===== config.mk =====
export PLATFORM = sky130hd
export DESIGN_NAME = mssp_top
export DESIGN_NICKNAME = d
export VERILOG_FILES = /design/src/inc/mssp_pkg.sv /design/src/design/mssp_port_cfg.sv /design/src/design/mssp_tap.sv /design/src/design/mssp_top.sv
export SDC_FILE = /design/constraint.sdc
export NUM_CORES = 1
export LEC_CHECK = 0
export CAP_MARGIN = 15
export CELL_PAD_IN_SITES_DETAIL_PLACEMENT = 1
export CELL_PAD_IN_SITES_GLOBAL_PLACEMENT = 1
export CORE_UTILIZATION = 40
export DETAILED_ROUTE_END_ITERATION = 6
export DONT_BUFFER_PORTS = 1
export PLACE_DENSITY_LB_ADDON = 0.3
export SKIP_LAST_GASP = 1
export SLEW_MARGIN = 30
export SYNTH_ARGS = -nofsm -noshare
export SYNTH_HDL_FRONTEND = slang
export SYNTH_SLANG_ARGS = --single-unit

===== constraint.sdc =====
create_clock -name clk -period 3.1 [get_ports clk]
set_clock_uncertainty 0.2 [all_clocks]
set_input_delay 0.62 -clock clk [delete_from_list [all_inputs] [get_ports clk]]
set_output_delay 0.62 -clock clk [all_outputs]
set_load 0.02 [all_outputs]

===== src/inc/mssp_pkg.sv =====
// Notes on behaviour
// - High-impedance notify high while local outputs float.
// - One analog-bus enable output per local port.
// - Full TAP plus Level-1 and Level-2 protocols.
// - Select single, group or all before port control.
// - Select only on slot or group address match.
// - Three independent port configuration machines.
// - One presented chain; unparked ports concatenated in it.
// - Four park states, per port or together.
// - Parking removes chain; unparking inserts it.
// - Each port machine holds its own state.
// - Idle-parked port unparks only in Run-Test/Idle.
// - Idle park at Run-Test/Idle; local mode-select held low.
// - Port machines enabled only while device selected.
// - Port transitions gated by TAP state.
// - Reset: TAP reset, address wait, ports park-reset.
// - Decode all Level-2 register and control instructions.
// - Compare seven low instruction bits with slot.
// - No scan-out before selection; low bits discarded.
// - Match broadcast and the one group code set by group_num too.
// - Return to address wait on reset state or command.
package mssp_pkg;
	localparam int IR_W      = 8;
	localparam int ADDR_W    = 7;
	localparam int NUM_PORTS = 3;
	localparam int SYNC_W    = 18;

	localparam logic [IR_W-1:0]   IR_CAPTURE     = 8'h01;
	localparam logic [ADDR_W-1:0] ADDR_BROADCAST = 7'h3B;
	localparam logic [4:0]        ADDR_GROUP_HI  = 5'h0F;

	// Level-2 opcodes
	localparam logic [IR_W-1:0] BYPASS_CMD                  = 8'hFF;
	localparam logic [IR_W-1:0] EXTEST_CMD                  = 8'h00;
	localparam logic [IR_W-1:0] SAMPLE_CMD                  = 8'h81;
	localparam logic [IR_W-1:0] IDENT_CMD                   = 8'hE6;
	localparam logic [IR_W-1:0] SELECT_PORT_CONFIG_REG_CMD  = 8'h8E;
	localparam logic [IR_W-1:0] SELECT_GROUP_REG_CMD        = 8'h03;
	localparam logic [IR_W-1:0] SELECT_SIGNATURE_REG_CMD    = 8'h82;
	localparam logic [IR_W-1:0] SIGNATURE_START_CMD         = 8'h0C;
	localparam logic [IR_W-1:0] SIGNATURE_STOP_CMD          = 8'h0D;
	localparam logic [IR_W-1:0] SELECT_CLOCK_COUNT_REG_CMD  = 8'hCE;
	localparam logic [IR_W-1:0] CLOCK_COUNT_START_CMD       = 8'h08;
	localparam logic [IR_W-1:0] CLOCK_COUNT_STOP_CMD        = 8'h09;
	localparam logic [IR_W-1:0] RETURN_TO_ADDR_WAIT_CMD     = 8'hC3;
	// Park opcodes: upper five bits, low three bits are the port mask
	localparam logic [4:0] PARK_RESET_OP = 5'h14;
	localparam logic [4:0] IDLE_PARK_OP  = 5'h15;
	localparam logic [4:0] PAUSE_PARK_OP = 5'h16;
	localparam logic [4:0] UNPARK_OP     = 5'h17;

	typedef enum logic [3:0] {
		tap_reset, tap_idle, tap_sel_dr, tap_cap_dr, tap_sh_dr, tap_ex1_dr, tap_pa_dr,
		tap_ex2_dr, tap_upd_dr, tap_sel_ir, tap_cap_ir, tap_sh_ir, tap_ex1_ir, tap_pa_ir,
		tap_ex2_ir, tap_upd_ir
	} mssp_tap_t;
	typedef enum logic [1:0] {sel_addr_wait, sel_unselected, sel_single, sel_group} mssp_sel_t;
	typedef enum logic [2:0] {
		port_unparked, park_in_reset_state, park_in_idle_state, park_in_data_pause,
		park_in_instr_pause
	} mssp_port_t;
	typedef enum logic [2:0] {pcmd_none, pcmd_park_reset, idle_park_cmd, pcmd_park_pause,
		pcmd_unpark} mssp_pcmd_t;
	typedef enum logic [2:0] {dr_bypass, dr_boundary, dr_ident, dr_port_cfg, dr_group,
		dr_signature, dr_clock_count} mssp_dr_t;

	function automatic mssp_pcmd_t mssp_pcmd_of(input logic [IR_W-1:0] ir);
		unique case (ir[7:3])
			PARK_RESET_OP: return pcmd_park_reset;
			IDLE_PARK_OP:  return idle_park_cmd;
			PAUSE_PARK_OP: return pcmd_park_pause;
			UNPARK_OP:     return pcmd_unpark;
			default:       return pcmd_none;
		endcase
	endfunction

	function automatic mssp_dr_t mssp_dr_of(input logic [IR_W-1:0] ir);
		unique case (ir)
			EXTEST_CMD, SAMPLE_CMD:     return dr_boundary;
			IDENT_CMD:                  return dr_ident;
			SELECT_PORT_CONFIG_REG_CMD: return dr_port_cfg;
			SELECT_GROUP_REG_CMD:       return dr_group;
			SELECT_SIGNATURE_REG_CMD:   return dr_signature;
			SELECT_CLOCK_COUNT_REG_CMD: return dr_clock_count;
			default:                    return dr_bypass;
		endcase
	endfunction
endpackage


===== src/design/mssp_port_cfg.sv =====
`timescale 1ns/1ps
module mssp_port_cfg
	import mssp_pkg::*;
(
	input  wire logic       clk,
	input  wire logic       rst_n,
	input  wire logic       step,
	input  wire logic       enable,
	input  wire logic       hit,
	input  mssp_pcmd_t      cmd,
	input  mssp_tap_t       tap,
	input  wire logic       tms_in,
	output mssp_port_t      state_r,
	output logic            local_mode_select_out_r
);
	mssp_port_t state_nxt;
	logic       act;

	always_comb
	begin
		act       = step && enable && hit;
		state_nxt = state_r;
		unique case (state_r)
			port_unparked:
			begin
				if (act && cmd == pcmd_park_reset && tap == tap_idle)
					state_nxt = park_in_reset_state;
				else if (act && cmd == idle_park_cmd && tap == tap_idle)
					state_nxt = park_in_idle_state;
				else if (act && cmd == pcmd_park_pause && tap == tap_pa_dr)
					state_nxt = park_in_data_pause;
				else if (act && cmd == pcmd_park_pause && tap == tap_pa_ir)
					state_nxt = park_in_instr_pause;
			end
			park_in_reset_state, park_in_idle_state:
				if (act && cmd == pcmd_unpark && tap == tap_idle)
					state_nxt = port_unparked;
			park_in_data_pause:
				if (act && cmd == pcmd_unpark && tap == tap_pa_dr)
					state_nxt = port_unparked;
			park_in_instr_pause:
				if (act && cmd == pcmd_unpark && tap == tap_pa_ir)
					state_nxt = port_unparked;
			default:
				state_nxt = park_in_reset_state;
		endcase
	end

	always_ff @(posedge clk or negedge rst_n)
	begin
		if (!rst_n)
			state_r <= park_in_reset_state;
		else
			state_r <= state_nxt;
	end

	always_ff @(posedge clk or negedge rst_n)
	begin
		if (!rst_n)
			local_mode_select_out_r <= 1'b1;
		else if (state_r == port_unparked)
			local_mode_select_out_r <= tms_in;
		else
			local_mode_select_out_r <= (state_r == park_in_reset_state);
	end
endmodule // mssp_port_cfg


===== src/design/mssp_tap.sv =====
`timescale 1ns/1ps
module mssp_tap
	import mssp_pkg::*;
(
	input  wire logic      clk,
	input  wire logic      rst_n,
	input  wire logic      step,
	input  wire logic      tms,
	input  wire logic      trst_n,
	output mssp_tap_t      state_r
);
	mssp_tap_t state_nxt;

	always_comb
	begin
		unique case (state_r)
			tap_reset:  state_nxt = tms ? tap_reset : tap_idle;
			tap_idle:   state_nxt = tms ? tap_sel_dr : tap_idle;
			tap_sel_dr: state_nxt = tms ? tap_sel_ir : tap_cap_dr;
			tap_cap_dr: state_nxt = tms ? tap_ex1_dr : tap_sh_dr;
			tap_sh_dr:  state_nxt = tms ? tap_ex1_dr : tap_sh_dr;
			tap_ex1_dr: state_nxt = tms ? tap_upd_dr : tap_pa_dr;
			tap_pa_dr:  state_nxt = tms ? tap_ex2_dr : tap_pa_dr;
			tap_ex2_dr: state_nxt = tms ? tap_upd_dr : tap_sh_dr;
			tap_upd_dr: state_nxt = tms ? tap_sel_dr : tap_idle;
			tap_sel_ir: state_nxt = tms ? tap_reset : tap_cap_ir;
			tap_cap_ir: state_nxt = tms ? tap_ex1_ir : tap_sh_ir;
			tap_sh_ir:  state_nxt = tms ? tap_ex1_ir : tap_sh_ir;
			tap_ex1_ir: state_nxt = tms ? tap_upd_ir : tap_pa_ir;
			tap_pa_ir:  state_nxt = tms ? tap_ex2_ir : tap_pa_ir;
			tap_ex2_ir: state_nxt = tms ? tap_upd_ir : tap_sh_ir;
			tap_upd_ir: state_nxt = tms ? tap_sel_dr : tap_idle;
		endcase
	end

	always_ff @(posedge clk or negedge rst_n)
	begin
		if (!rst_n)
			state_r <= tap_reset;
		else if (!trst_n)
			state_r <= tap_reset;
		else if (step)
			state_r <= state_nxt;
	end
endmodule // mssp_tap


===== src/design/mssp_top.sv =====
`timescale 1ns/1ps
module mssp_top
	import mssp_pkg::*;
(
	input  wire logic                  clk,
	input  wire logic                  rst_n,
	input  wire logic                  tck_b,
	input  wire logic                  tms_b,
	input  wire logic                  tdi_b,
	input  wire logic                  trst_b_n,
	output logic                       tdo_b_o,
	output logic                       tdo_b_oe,
	input  wire logic [ADDR_W-1:0]     slot_addr,
	input  wire logic [1:0]            group_num,
	input  wire logic                  group_member,
	input  wire logic                  local_oe_n,
	input  wire logic [NUM_PORTS-1:0]  local_tdi_in,
	output logic [NUM_PORTS-1:0]       local_tdo_out,
	output logic [NUM_PORTS-1:0]       local_tck_out,
	output logic [NUM_PORTS-1:0]       local_trst_n_out,
	output logic [NUM_PORTS-1:0]       local_mode_select_out,
	output logic [NUM_PORTS-1:0]       local_port_oe,
	output logic [NUM_PORTS-1:0]       port_hiz_notify,
	output logic [NUM_PORTS-1:0]       port_analog_bus_enable,
	output logic                       device_selected,
	output logic                       device_selected_single,
	output logic                       signature_run,
	output logic                       clock_count_run,
	output mssp_dr_t                   dr_select,
	output mssp_tap_t                  tap_state
);
	// Pin synchronisers
	logic [SYNC_W-1:0]    sync_m1_r;
	logic [SYNC_W-1:0]    sync_s_r;
	logic [SYNC_W-1:0]    pins;
	logic                 tck_s;
	logic                 tms_s;
	logic                 tdi_s;
	logic                 trst_s_n;
	logic [ADDR_W-1:0]    slot_s;
	logic [1:0]           group_s;
	logic                 member_s;
	logic                 oe_n_s;
	logic [NUM_PORTS-1:0] ltdi_s;
	logic                 tck_d_r;
	logic                 tck_rise;
	logic                 tck_fall;

	assign pins = {tck_b, tms_b, tdi_b, trst_b_n, slot_addr, group_num, group_member,
		local_oe_n, local_tdi_in};

	always_ff @(posedge clk or negedge rst_n)
	begin
		if (!rst_n)
		begin
			sync_m1_r <= '0;
			sync_s_r  <= '0;
			tck_d_r   <= 1'b0;
		end
		else
		begin
			sync_m1_r <= pins;
			sync_s_r  <= sync_m1_r;
			tck_d_r   <= tck_s;
		end
	end

	assign {tck_s, tms_s, tdi_s, trst_s_n, slot_s, group_s, member_s, oe_n_s, ltdi_s} = sync_s_r;
	assign tck_rise = tck_s && !tck_d_r;
	assign tck_fall = !tck_s && tck_d_r;

	// TAP controller
	mssp_tap u_tap (
		.clk     (clk),
		.rst_n   (rst_n),
		.step    (tck_rise),
		.tms     (tms_s),
		.trst_n  (trst_s_n),
		.state_r (tap_state)
	);

	// Instruction register
	logic [IR_W-1:0]   ir_sh_r;
	logic [IR_W-1:0]   ir_r;
	logic              bypass_r;
	logic              selected;
	logic              upd_ir_fall;
	mssp_sel_t         sel_r;
	mssp_sel_t         sel_nxt;
	logic [NUM_PORTS:0] feed;

	assign upd_ir_fall = tck_fall && tap_state == tap_upd_ir;
	assign selected    = sel_r == sel_single || sel_r == sel_group;

	always_ff @(posedge clk or negedge rst_n)
	begin
		if (!rst_n)
			ir_sh_r <= IR_CAPTURE;
		else if (tck_rise && tap_state == tap_cap_ir)
			ir_sh_r <= IR_CAPTURE;
		else if (tck_rise && tap_state == tap_sh_ir)
			ir_sh_r <= {feed[NUM_PORTS], ir_sh_r[IR_W-1:1]};
	end

	always_ff @(posedge clk or negedge rst_n)
	begin
		if (!rst_n)
			ir_r <= BYPASS_CMD;
		else if (tap_state == tap_reset)
			ir_r <= BYPASS_CMD;
		else if (upd_ir_fall)
			ir_r <= ir_sh_r;
	end

	always_ff @(posedge clk or negedge rst_n)
	begin
		if (!rst_n)
			bypass_r <= 1'b0;
		else if (tck_rise && tap_state == tap_cap_dr)
			bypass_r <= 1'b0;
		else if (tck_rise && tap_state == tap_sh_dr)
			bypass_r <= feed[NUM_PORTS];
	end

	// Selection machine
	logic addr_single;
	logic addr_group;

	assign addr_single = ir_sh_r[ADDR_W-1:0] == slot_s;
	assign addr_group  = ir_sh_r[ADDR_W-1:0] == ADDR_BROADCAST
		|| (ir_sh_r[ADDR_W-1:2] == ADDR_GROUP_HI && member_s && ir_sh_r[1:0] == group_s);

	always_comb
	begin
		sel_nxt = sel_r;
		if (tap_state == tap_reset)
			sel_nxt = sel_addr_wait;
		else if (upd_ir_fall)
		begin
			unique case (sel_r)
				sel_addr_wait:
					if (addr_group)
						sel_nxt = sel_group;
					else if (addr_single)
						sel_nxt = sel_single;
					else
						sel_nxt = sel_unselected;
				sel_unselected, sel_single, sel_group:
					if (ir_sh_r == RETURN_TO_ADDR_WAIT_CMD)
						sel_nxt = sel_addr_wait;
			endcase
		end
	end

	always_ff @(posedge clk or negedge rst_n)
	begin
		if (!rst_n)
			sel_r <= sel_addr_wait;
		else
			sel_r <= sel_nxt;
	end

	always_ff @(posedge clk or negedge rst_n)
	begin
		if (!rst_n)
		begin
			device_selected        <= 1'b0;
			device_selected_single <= 1'b0;
		end
		else
		begin
			device_selected        <= selected;
			device_selected_single <= sel_r == sel_single;
		end
	end

	// Level-2 decode, only while selected
	mssp_pcmd_t pcmd;

	assign pcmd = selected ? mssp_pcmd_of(ir_r) : pcmd_none;

	always_ff @(posedge clk or negedge rst_n)
	begin
		if (!rst_n)
			dr_select <= dr_bypass;
		else if (!selected)
			dr_select <= dr_bypass;
		else
			dr_select <= mssp_dr_of(ir_r);
	end

	always_ff @(posedge clk or negedge rst_n)
	begin
		if (!rst_n)
			signature_run <= 1'b0;
		else if (upd_ir_fall && selected && ir_sh_r == SIGNATURE_START_CMD)
			signature_run <= 1'b1;
		else if (upd_ir_fall && selected && ir_sh_r == SIGNATURE_STOP_CMD)
			signature_run <= 1'b0;
	end

	always_ff @(posedge clk or negedge rst_n)
	begin
		if (!rst_n)
			clock_count_run <= 1'b0;
		else if (upd_ir_fall && selected && ir_sh_r == CLOCK_COUNT_START_CMD)
			clock_count_run <= 1'b1;
		else if (upd_ir_fall && selected && ir_sh_r == CLOCK_COUNT_STOP_CMD)
			clock_count_run <= 1'b0;
	end

	// Port configuration machines and chain
	mssp_port_t           port_state [NUM_PORTS];
	logic [NUM_PORTS-1:0] unparked;
	logic [NUM_PORTS-1:0] in_chain;

	assign feed[0] = tdi_s;

	genvar k;
	generate
		for (k = 0; k < NUM_PORTS; k++)
		begin : g_port
			mssp_port_cfg u_cfg (
				.clk                     (clk),
				.rst_n                   (rst_n),
				.step                    (tck_rise),
				.enable                  (selected),
				.hit                     (ir_r[k]),
				.cmd                     (pcmd),
				.tap                     (tap_state),
				.tms_in                  (tms_s),
				.state_r                 (port_state[k]),
				.local_mode_select_out_r (local_mode_select_out[k])
			);
			assign unparked[k] = port_state[k] == port_unparked;
			assign in_chain[k] = unparked[k] && selected;
			assign feed[k+1]   = in_chain[k] ? ltdi_s[k] : feed[k];
		end
	endgenerate

	always_ff @(posedge clk or negedge rst_n)
	begin
		if (!rst_n)
			local_tdo_out <= '0;
		else if (tck_fall)
			local_tdo_out <= feed[NUM_PORTS-1:0];
	end

	// Backplane data out, only when singly selected
	always_ff @(posedge clk or negedge rst_n)
	begin
		if (!rst_n)
		begin
			tdo_b_o  <= 1'b0;
			tdo_b_oe <= 1'b0;
		end
		else if (tck_fall)
		begin
			tdo_b_o  <= (tap_state == tap_sh_ir) ? ir_sh_r[0] : bypass_r;
			tdo_b_oe <= sel_r == sel_single
				&& (tap_state == tap_sh_ir || tap_state == tap_sh_dr);
		end
	end

	// Local port pins
	always_ff @(posedge clk or negedge rst_n)
	begin
		if (!rst_n)
		begin
			local_tck_out          <= '0;
			local_trst_n_out       <= '0;
			local_port_oe          <= '0;
			port_hiz_notify        <= '1;
			port_analog_bus_enable <= '0;
		end
		else
		begin
			local_tck_out          <= {NUM_PORTS{tck_s}};
			local_trst_n_out       <= {NUM_PORTS{trst_s_n}};
			local_port_oe          <= {NUM_PORTS{!oe_n_s}};
			port_hiz_notify        <= {NUM_PORTS{oe_n_s}};
			port_analog_bus_enable <= unparked & {NUM_PORTS{!oe_n_s}};
		end
	end
endmodule // mssp_top


# [Word level (Yosys, flattened, before mapping)]
# Cells that the tools add are included.
[op_classes] eq_ne=67 muxes=66 bitwise=1 n_reduce_logical=84
[op_table] op="$mux 3" count=25
[op_table] op="$logic_and 1x1->1" count=55
[op_table] op="$eq 8x8->1 const B" count=6
[op_table] op="$pmux 3 s4" count=4
[op_table] op="$pmux 4 s12" count=1
[op_table] op="$eq 4x4->1 const B" count=8
[op_table] op="$eq 8x4->1 const B" count=4
[op_table] op="$mux 8" count=4
[op_table] op="$eq 3x2->1 const B" count=8
[op_table] op="$mux 4" count=6
[op_table] op="$eq 5x5->1 const B" count=4
[op_table] op="$ne 2x1->1 const B" count=10
[op_table] op="$pmux 3 s6" count=1
[op_table] op="$eq 4x3->1 const B" count=4
[op_table] op="$mux 1" count=16
[op_table] op="$mux 2" count=8
[op_table] op="$ne 5x1->1 const B" count=3
[op_table] op="$eq 3x1->1 const B" count=4
[op_table] op="$eq 3x3->1 const B" count=4
[op_table] op="$reduce_and 4->1" count=3
[op_table] op="$reduce_or 2->1" count=6
[op_table] op="$reduce_bool 2->1" count=5
[op_table] op="$logic_not 3->1" count=3
[op_table] op="$eq 4x2->1 const B" count=2
[op_table] op="other kinds (18)" count=24
[word_totals] regBits=91 out_inout_bits=34 elab_cells=245

# [Depth between registers and ports, before layout]
# Gate-level depths: netlist (run 1).
[depth] ltp_word=11 ltp_mapped=7 ltp_nobuf=5

# [Cells and area by module]
# A second synthesis (run 1) with hierarchy kept.
[unflattened] cells_unflattened=434 area_unflattened_um2=4425.5
[modules_own_cells] mod="mssp_top" n_inst=1 cells_each=250 area_each_um2=2927.8 seq_area_each_um2=1864.3
[modules_own_cells] mod="mssp_port_cfg" n_inst=3 cells_each=45 area_each_um2=380.4 seq_area_each_um2=102.6
[modules_own_cells] mod="mssp_tap" n_inst=1 cells_each=49 area_each_um2=356.6 seq_area_each_um2=100.1

# [Worst setup path before layout (run 1)]
# Ideal clock, no wire load.
[synth_path] path_kind="flip-flop to flip-flop" from="register u_tap.state_r[2]" to="register g_port[2].u_cfg.state_r[0]" t_arrival_ns=1.721 required_time_ns=2.812 path_slack_ns=1.091 path_stages_with_launch=7 synth_period_minus_slack_ns=2.009 path_cell_list="dfrtp_1 -> buf_6 -> or3_4 -> a2111oi_4 -> nor3_1 -> a211oi_1 -> a31oi_1"
[synth_via] elab_chain_cells=6 elab_cells_between_ends=19 cone_classes="7 x eq/ne; 4 x mux; 8 x reduce/logical"
[synth_rtl] item="start: declaration" line="mssp_tap.sv:10" text="output mssp_tap_t state_r"
[synth_rtl] item="start signal: assignment" line="mssp_tap.sv:39" text="state_r <= tap_reset;"
[synth_rtl] item="start signal: assignment" line="mssp_tap.sv:41" text="state_r <= tap_reset;"
[synth_rtl] item="start signal: assignment" line="mssp_tap.sv:43" text="state_r <= state_nxt;"
[synth_rtl] item="$eq 4x3->1" line="mssp_port_cfg.sv:30, mssp_port_cfg.sv:39"
[synth_rtl] item="$logic_and 1x1->1" line="mssp_port_cfg.sv:30" text="else if (act && cmd == pcmd_park_pause && tap == tap_pa_dr)"
[synth_rtl] item="$mux 3" line="mssp_port_cfg.sv:30"
[synth_rtl] item="$mux 3" line="mssp_port_cfg.sv:28" text="else if (act && cmd == idle_park_cmd && tap == tap_idle)"
[synth_rtl] item="$mux 3" line="mssp_port_cfg.sv:26" text="if (act && cmd == pcmd_park_reset && tap == tap_idle)"
[synth_rtl] item="$pmux 3 s4" line="mssp_port_cfg.sv:23" text="unique case (state_r)"
[synth_rtl] item="end signal: assignment" line="mssp_port_cfg.sv:52" text="state_r <= park_in_reset_state;"
[synth_rtl] item="end signal: assignment" line="mssp_port_cfg.sv:54" text="state_r <= state_nxt;"
[synth_rtl] item="end: declaration" line="mssp_port_cfg.sv:13" text="output mssp_port_t state_r,"
# Parallel ways exist; a longest one is shown, timed or not.
# A chain may end at the register's enable or synchronous reset.

# [Worst setup path after layout (run 1)]
[layout_path] from="register u_tap.state_r[0]" to="register g_port[2].u_cfg.state_r[0]"
# Same word-level chain as after synthesis.

==> metrics, run 1 <==
status finished, final reports clean; layout cells sized above 1 0.151; fraction of registers with async set/reset 1.00; Yosys warning total 0; ANT cells 0; floorplan core area 9860 µm²; # setup viols final 0; Setup TNS Final 0 ns; Hold/Removal Path Class input port to register; Synth Cell Area 4120 µm²; remaining antenna violation count after routing 0; CTS tree done; post-layout min period 2.38 ns; Final HPWL DP approximately 6.3 mm; Die Span X around 100 µm; GRT Total Usage 0.184; WP data arrival approximately 2.5 ns; f_max 0.421 GHz; Setup Fix Bufs, Post-CTS 0; CTS Buf Count 9; RR Endpoint g_port[2].u_cfg.state_r[0]; Fillers ~1100; Sequential Power Share 0.587; DR vias roughly 2800; Bufs on Longest Clock Path 2; Max Cap Viol 0; clock insertion delay at the later pin of the skew report approximately 0.36 ns; Synth cell types 67; clock sinks 90; Max Slew Vio Count 0; leakage around 1.8 nW; period utilization 0.767; fin util 0.442; crit path launch type register; syn nets between 400 and 500; fin nets 387; DRC Markers 0; Sw Share 0.273; Wirelength per Cell between 15 and 20 µm; final hold viol count 0; vias in the first global route 2982; vias per inst ~5.6; Die H roughly 100 µm; # rows 36; sequential share of the synthesized area 0.551; final wirelength about 9 mm; Critical Path Source u_tap.state_r[0]; I/O pins 54; P per Cell Area ~490 nW/µm²; r2r worst-path depth 5; RSZ-0062 raised after global routing no; hold_sp group_member; Initial Util 0.418; combinational share of power 0.039; top_reg_cell synth dfrtp_1; Die ar. 10700 µm²; clock root buffer clkbuf_8; Final Non-Filler Cells roughly 510; Area Growth Syn to Fin 5.64%; port bufs 0; Synth Register Bits 90; Clock power frac 0.374; hold worst-path end sync_m1_r[4]; Worst-path clk slew ~0.11 ns; DRT iter0 DRCs 126; first-pass GRT wire length ~16 mm; average cell area after synthesis between 10 and 15 µm²; critical-path maximum fanout 17; initial antenna violation count 0; Post-Place Cells between 400 and 500; Post-synth EDFFs 0; endpoint class of the critical path register; commonest non-fill, non-tap cell in the layout dfrtp_1; relative slew slack 0.507; R2R Setup Slk about 0.72 ns; hold path cells 0; most frequent cells in the layout dfrtp_1, nand2_1, nor2_1; synthesized instance count 390; Pre-antenna DRT Iters 4; pin count of the biggest net entering global routing 91; P_sw ~0.00059 W; Worst EP required 3.20 ns; worst-margin pin slew roughly 0.74 ns; r2r startpoint u_tap.state_r[0]; routability cong. 0.842; maximum vdd drop around 0.26 mV; internal power between 0.0015 and 0.002 W; worst setup path class register to register; Max H-tree Level 3; grt total ovfl 0
-- cell usage after synthesis, drive strengths merged (4+ instances only) --
master,n,share of area
a21oi,11,0.013
a22o,7,0.015
a22oi,4,0.0073
and3,4,0.0061
buf,22,0.036
clkbuf,21,0.019
dfrtp,74,0.45
dfstp,16,0.10
inv,10,0.0091
mux2,4,0.011
mux2i,5,0.012
nand2,35,0.032
nand2b,5,0.0076
nand3,8,0.011
nor2,27,0.025
nor2b,6,0.0091
nor3,17,0.023
nor4,12,0.021
nor4b,5,0.012
o211ai,4,0.0073
o21ai,26,0.032
o31ai,5,0.0091
xnor2,6,0.013
xor2,6,0.013
-- worst max-delay path, cell delays in order (launching register included) --
cell,delay [ns]
dfrtp_1,0.81
nor4b_2,0.47
mux2i_1,0.23
o31ai_1,0.33
a21oi_1,0.13
a31oi_1,0.15
-- stage by stage --
step	total power (W)	area, µm²	worst slack, ns	hold slack [ns]
floorplan	0.00133	4120	1.09	0.124
global placement	0.00134	4110	0.849	0.130
detailed placement	0.00134	4110	0.717	0.129
CTS	0.00219	4360	0.709	0.0424
global route	0.00225	4360	0.524	0.0272
finish	0.00215	4360	0.723	0.0663
-- area by class of cell --
cell class / instances / area [µm²] / area share
Timing Repair Buffer: 9 / 90.1 / 0.0207
Sequential cell: 90 / 2270 / 0.522
Clock buffer: 9 / 124 / 0.0284
Inverter: 10 / 37.5 / 0.00862
Tap cell: 133 / 166 / 0.0382
Clock inverter: 7 / 81.3 / 0.0187
Multi-Input combinational cell: 247 / 1590 / 0.364
-- logic make-up (layout without fill, tap and decap cells) --
family / Yosys count / after routing / synth area share
mux: 9 / 9 / 0.0231
flops: 90 / 90 / 0.551
simple gates: 139 / 139 / 0.189
buf+inv: 53 / 35 / 0.0646
xor+xnor: 12 / 12 / 0.0255
compound gates: 87 / 87 / 0.147
-- power by group through the flow --
stage | Clock [W] | Combinational (W) | Sequential (W)
4_1_cts | 0.000844 | 0.0000870 | 0.00126
3_3_place_gp | 0 | 0.0000563 | 0.00128
6_report | 0.000805 | 0.0000838 | 0.00126
3_5_place_dp | 0 | 0.0000582 | 0.00128
2_1_floorplan | 0 | 0.0000678 | 0.00126
5_1_grt | 0.000886 | 0.0000963 | 0.00127
-- worst max path at each step --
stage	cells past startpoint	slack, ns	endpoint
6_report	5	0.72	g_port[2].u_cfg.state_r[0]
5_1_grt	5	0.52	g_port[2].u_cfg.state_r[0]
4_1_cts	5	0.71	g_port[2].u_cfg.state_r[0]
3_5_place_dp	5	0.72	g_port[2].u_cfg.state_r[0]
3_3_place_gp	5	0.85	g_port[2].u_cfg.state_r[0]
2_1_floorplan	6	1.09	g_port[2].u_cfg.state_r[0]
-- timing repair --
item | CTS | global route
hold endpoints to repair | 90 | 0
gates resized for setup | 0 | 0
hold buffers | 2 | 0
setup endpoints to repair | 0 | 0
-- sequential cells by signal, indices dropped and copies added (netlist names), 2 cells and up --
signal                                count
sync_m1_r                                18
sync_s_r                                 18
g_port.u_cfg.state_r                      9
ir_r                                      8
ir_sh_r                                   8
u_tap.state_r                             4
dr_select                                 3
g_port.u_cfg.local_mode_select_out_r      3
local_tdo_out                             3
port_analog_bus_enable                    3
sel_r                                     2
-- per-layer routing --
metal | global-route usage | vias up | wire length [µm]
met4 | 0.0549 | 0 | 106
met5 | 0 | - | 0
met2 | 0.298 | 57 | 4360
met1 | 0.252 | 1430 | 4350
met3 | 0.0334 | 11 | 320
li1 | - | 1336 | -
Power figures use the tool's default switching activity.
==> run 2, diff against run 1 <==
==> constraint.sdc (replaced) <==
create_clock -name clk -period 2.2 [get_ports clk]
set_clock_uncertainty 0.2 [all_clocks]
set_input_delay 0.44 -clock clk [delete_from_list [all_inputs] [get_ports clk]]
set_output_delay 0.44 -clock clk [all_outputs]
set_load 0.02 [all_outputs]
==> metrics, run 2 (synthesis gave the netlist of run 1 again) <==
Worst-path clk slew 0.10 ns (about the same); fin area 4640 µm² (+6.5%); Pre-antenna DRT Iters 4 (unchanged); Max H-tree Level 3 (unchanged); pre-CTS setup slack 0.183 ns (-0.533 ns); maximum vdd drop 0.450 mV (+72%); R2R Setup Slk 0.16 ns (-0.56 ns); critical-path cell list buf_4 > nand3_2 > nor3_4 > nand4b_1 > or2_1 > mux2_1; relative slew slack 0.644 (+0.137); GRT Total Usage 0.198 (+0.0143); floorplan core area 9860 µm² (unchanged); peak per-stage delay on the critical path 0.41 ns (-0.40 ns); commonest non-fill, non-tap cell in the layout dfrtp_1; Wirelength per Cell 18.4 µm (+1.9%); hold buffer count at cts 18 (+16); RR Endpoint signature_run; CTS Buf Count 9 (unchanged); critical-path maximum fanout 19 (+2); post-layout min period 2.04 ns (-0.341 ns); Fillers 1069 (+0.19%); final wirelength 9.96 mm (+9.1%); most frequent cells in the layout dfrtp_1, nand2_1, nor2_1, buf_4, o21ai_0; DRT iter0 DRCs 125 (-0.79%); fin nets 423 (+9.3%); WP data arrival 2.11 ns (-0.36 ns); clock insertion delay at the later pin of the skew report 0.39 ns (+0.03 ns); P per Cell Area 649 nW/µm² (+31%); worst-margin pin slew 0.534 ns (-0.205 ns); Regs by FF count sync_m1_r: 18 flops, sync_s_r: 18 flops, g_port.u_cfg.state_r: 9 flops; hold slack -0.457 ns (-0.524 ns); CTS tree done; f_max 0.491 GHz (+17%); Bufs on Longest Clock Path 2 (unchanged); DRC Markers 0 (unchanged); Die H 104 µm (unchanged); RSZ-0062 raised after global routing no; CP max-delay cell dfrtp_1; vias in the first global route 3060 (+2.6%); Final HPWL DP 6.63 mm (+5.0%); Hold/Removal Path Class input port to async pin; Setup Fix Bufs, Post-CTS 0 (unchanged); pin count of the biggest net entering global routing 91 (unchanged); routability cong. 0.863 (+2.5%); Die ar. 10700 µm² (unchanged); port bufs 0 (unchanged); endpoint class of the critical path register; placed cell area 4260 µm² (+3.6%); failing checks hold timing; final worst slack 0.163 ns (-0.559 ns); crit path launch type register; vias per inst 5.56 (-0.86%); r2r worst-path depth 6 (+1); grt total ovfl 0 (unchanged); Area Growth Syn to Fin 12.5%; Max Cap Viol 0 (unchanged); worst setup path class register to register; remaining antenna violation count after routing 0 (unchanged); Die Span X 104 µm (unchanged); initial antenna violation count 0 (unchanged); clock sinks 90 (unchanged); first-pass GRT wire length 16.3 mm (+4.5%); DR vias 3010 (+6.2%); period utilization 0.926 (+0.159); status finished with violations; clock root buffer clkbuf_8; layout cells sized above 1 0.186 (+0.0357); Max Slew Vio Count 0 (unchanged); final hold viol count 90 (+90); r2r startpoint u_tap.state_r[3]; leakage 1.93 nW (+8.5%); Setup TNS Final 0 ns (unchanged); ANT cells 0 (unchanged); # rows 36 (unchanged); I/O pins 54 (unchanged); # setup viols final 0 (unchanged); Worst EP required 2.27 ns (-0.93 ns); total power 0.00301 W (+40%); Initial Util 0.418 (unchanged)
-- run 2: changes by cell type in the layout (fill, tap and decap cells not counted), sizes merged --
cell         delta
buf            +19
clkinv          -2
clkinvlp        +2
dlygate4sd3    +17
-- run 2: area by class of cell --
class                   count  area, µm²  share of cell area
clock buffers               9        124              0.0267
flip-flops and latches     90       2270               0.490
clock inverters             7       71.3              0.0154
inverters                  10       37.5             0.00809
repair buffers             45        383              0.0825
multi-input cells         247       1590               0.342
well taps                 133        166              0.0359
-- run 2: worst max path at each step --
stage	startpoint	end	depth (start not counted)
after detailed placement	u_tap.state_r[3]	signature_run	6
after CTS	u_tap.state_r[2]	g_port[2].u_cfg.state_r[1]	6
after floorplan	u_tap.state_r[2]	g_port[2].u_cfg.state_r[0]	6
after global placement	u_tap.state_r[2]	g_port[2].u_cfg.state_r[0]	5
after global routing	local_tck_out[0]	g_port[1].u_cfg.state_r[1]	5
final	u_tap.state_r[3]	signature_run	6
-- run 2: where the power goes --
group          switching [W]  internal, W
Sequential         0.0000641      0.00171
Combinational      0.0000604    0.0000621
Clock               0.000675     0.000441
Total               0.000799      0.00221
-- run 2: critical path, delay by kind of cell, from the launching register on --
family	cells	cell delay [ns]
buffers and inverters	1	0.25
DFF	1	0.41
muxes	1	0.31
and+or+nand+nor	4	0.77
-- run 2: timing repair --
action	CTS	global route
hold endpoints to repair	108	90
setup endpoints to repair	0	1
resized for setup	0	1
-- run 2: stage by stage --
stage | utilization | std cells
CTS | 0.470 | 541
global placement | 0.432 | 507
global route | 0.470 | 541
finish | 0.470 | 541
detailed placement | 0.432 | 507
floorplan | - | 390
-- run 2: routing by layer --
metal  global-route usage  part of all wire
met4               0.0973             0.028
met1                0.276              0.48
met3               0.0485             0.046
met5                    0                 0
met2                0.287              0.44
==> run 3, diff against run 2 <==
--- a/config.mk
+++ b/config.mk
@@ -12,6 +12,7 @@
 export DETAILED_ROUTE_END_ITERATION = 6
 export DONT_BUFFER_PORTS = 1
 export PLACE_DENSITY_LB_ADDON = 0.3
+export REMOVE_ABC_BUFFERS = 1
 export SKIP_LAST_GASP = 1
 export SLEW_MARGIN = 30
 export SYNTH_ARGS = -nofsm -noshare
==> metrics, run 3 (synthesis gave the netlist of run 1 again) <==
CTS Buf Count 9 (unchanged); WP data arrival 2.13 ns (+0.02 ns); final worst slack 0.168 ns (+0.00481 ns); initial antenna violation count 0 (unchanged); grt met1 use 0.243 (-0.0335); hold buffer count at cts 18 (unchanged); Area Growth Syn to Fin 13.5%; clock sinks 90 (unchanged); final hold viol count 90 (unchanged); status finished with violations; peak per-stage delay on the critical path 0.49 ns (+0.08 ns); Initial Util 0.418 (unchanged); CP max-delay cell dfrtp_1; Wirelength per Cell 17.9 µm (-2.7%); most frequent cells in the layout dfrtp_1, nand2_1, buf_4; Die H 104 µm (unchanged); Max Cap Viol 0 (unchanged); Regs by FF count sync_m1_r: 18 flops, sync_s_r: 18 flops, g_port.u_cfg.state_r: 9 flops; # setup viols final 0 (unchanged); Max Slew Vio Count 0 (unchanged); critical-path maximum fanout 8 (-11); leakage 1.96 nW (+1.6%); relative slew slack 0.616 (-0.0283); Pre-antenna DRT Iters 4 (unchanged); pre-CTS setup slack 0.189 ns (+0.00559 ns); # rows 36 (unchanged); floorplan core area 9860 µm² (unchanged); maximum vdd drop 0.360 mV (-20%); post-layout min period 2.03 ns (-0.00481 ns); Worst-path clk slew 0.10 ns (about the same); DRT iter0 DRCs 124 (-0.80%); Die ar. 10700 µm² (unchanged); clock insertion delay at the later pin of the skew report 0.38 ns (about the same); Worst EP required 2.30 ns (+0.03 ns); Bufs on Longest Clock Path 2 (unchanged); vias per inst 5.52 (-0.73%); clock root buffer clkbuf_8; worst-margin pin slew 0.572 ns (+0.0377 ns); vias in the first global route 3288 (+7.5%); Hold/Removal Path Class input port to async pin; I/O pins 54 (unchanged); pin count of the biggest net entering global routing 91 (unchanged); first-pass GRT wire length 16.8 mm (+3.1%); Die Span X 104 µm (unchanged); hold slack -0.453 ns (+0.00445 ns); DR vias 3010 (unchanged); crit path launch type register; total power 0.00305 W (+1.4%); GR peak layer met2; f_max 0.492 GHz (+0.24%); layout cells sized above 1 0.194 (+0.00790); remaining antenna violation count after routing 0 (unchanged); fin nets 427 (+0.95%); period utilization 0.924 (-0.00219); met3 usage 0.0478 (-0.000629); fin util 0.475 (+0.00406); failing checks hold timing; RSZ-0062 raised after global routing no; DRC Markers 0 (unchanged); final wirelength 9.76 mm (-2.0%); grt total ovfl 0 (unchanged); CTS tree done; M2 GR Usage 0.342 (+0.0551); worst setup path class register to register; GRT Total Usage 0.200 (+0.00203); Setup Fix Bufs, Post-CTS 0 (unchanged); Max H-tree Level 3 (unchanged); P per Cell Area 652 nW/µm² (+0.56%); Final HPWL DP 6.86 mm (+3.6%); commonest non-fill, non-tap cell in the layout dfrtp_1; endpoint class of the critical path register; ANT cells 0 (unchanged); routability cong. 0.868 (+0.53%); critical-path cell list or3_4 > a2111oi_4 > nor3_1 > a211oi_1 > a31oi_1; port bufs 0 (unchanged)
==> run 3: changes by cell type in the layout (fill, tap and decap cells not counted), sizes merged <==
cell / previous run / this run
buf: 27 / 31
bufinv: 0 / 1
clkinv: 2 / 3
clkinvlp: 2 / 1
inv: 13 / 12
==> run 3: repair_timing <==
action,in CTS,in global routing
resized for setup,0,1
setup endpoints to repair,0,2
endpoints found under the hold margin,108,90
==> run 3: layout make-up <==
class                   instances  area [µm²]
flip-flops and latches         90        2270
inverters                      10        37.5
clock buffers                   9         124
well taps                     133         166
fillers                      1089        5180
repair buffers                 49         413
multi-input cells             247        1590
clock inverters                 7        76.3
==> run 3: worst max-delay path: cells and delay by family (launching register included) <==
family             cells  cell delay (ns)
AOI/OAI and AO/OA      3             0.75
and+or+nand+nor        2             0.51
DFF                    1             0.49
==> run 3: metrics by stage <==
stage	setup TNS [ns]	cells	instance area [µm²]	hold slack, ns
5_1_grt	0	545	4680	-0.487
4_1_cts	0	545	4670	-0.479
2_1_floorplan	-0.830	347	3890	-0.0556
3_3_place_gp	0	511	4290	-0.0533
6_report	0	545	4680	-0.453
3_5_place_dp	0	511	4290	-0.0535
==> run 3: where the power goes <==
| part | switching, W | internal (W) |
|---|---|---|
| combinational | 0.0000579 | 0.0000609 |
| sequential | 0.0000625 | 0.00171 |
| clock | 0.000629 | 0.000535 |
| total | 0.000749 | 0.00230 |
==> run 3: routing by layer <==
| metal | share of wire | routed length, µm |
|---|---|---|
| met5 | 0 | 0 |
| met3 | 0.035 | 337 |
| met1 | 0.43 | 4190 |
| met2 | 0.52 | 5040 |
| met4 | 0.020 | 191 |
==> run 3: path summary, 6_finish.rpt <==
check                                 startpoint                          to  slack [ns]  cells past startpoint
worst max-delay path            u_tap.state_r[3]  g_port[2].u_cfg.state_r[0]        0.17                      5
worst min-delay path                       rst_n  g_port[0].u_cfg.state_r[1]       -0.45                      0
worst max register to register  u_tap.state_r[3]  g_port[2].u_cfg.state_r[0]        0.17                      5
worst min register to register      sync_m1_r[0]                 sync_s_r[0]        0.15                      0
max in group asynchronous                  rst_n  g_port[2].u_cfg.state_r[0]        2.02                      0
min in group clk                    sync_m1_r[0]                 sync_s_r[0]        0.15                      0
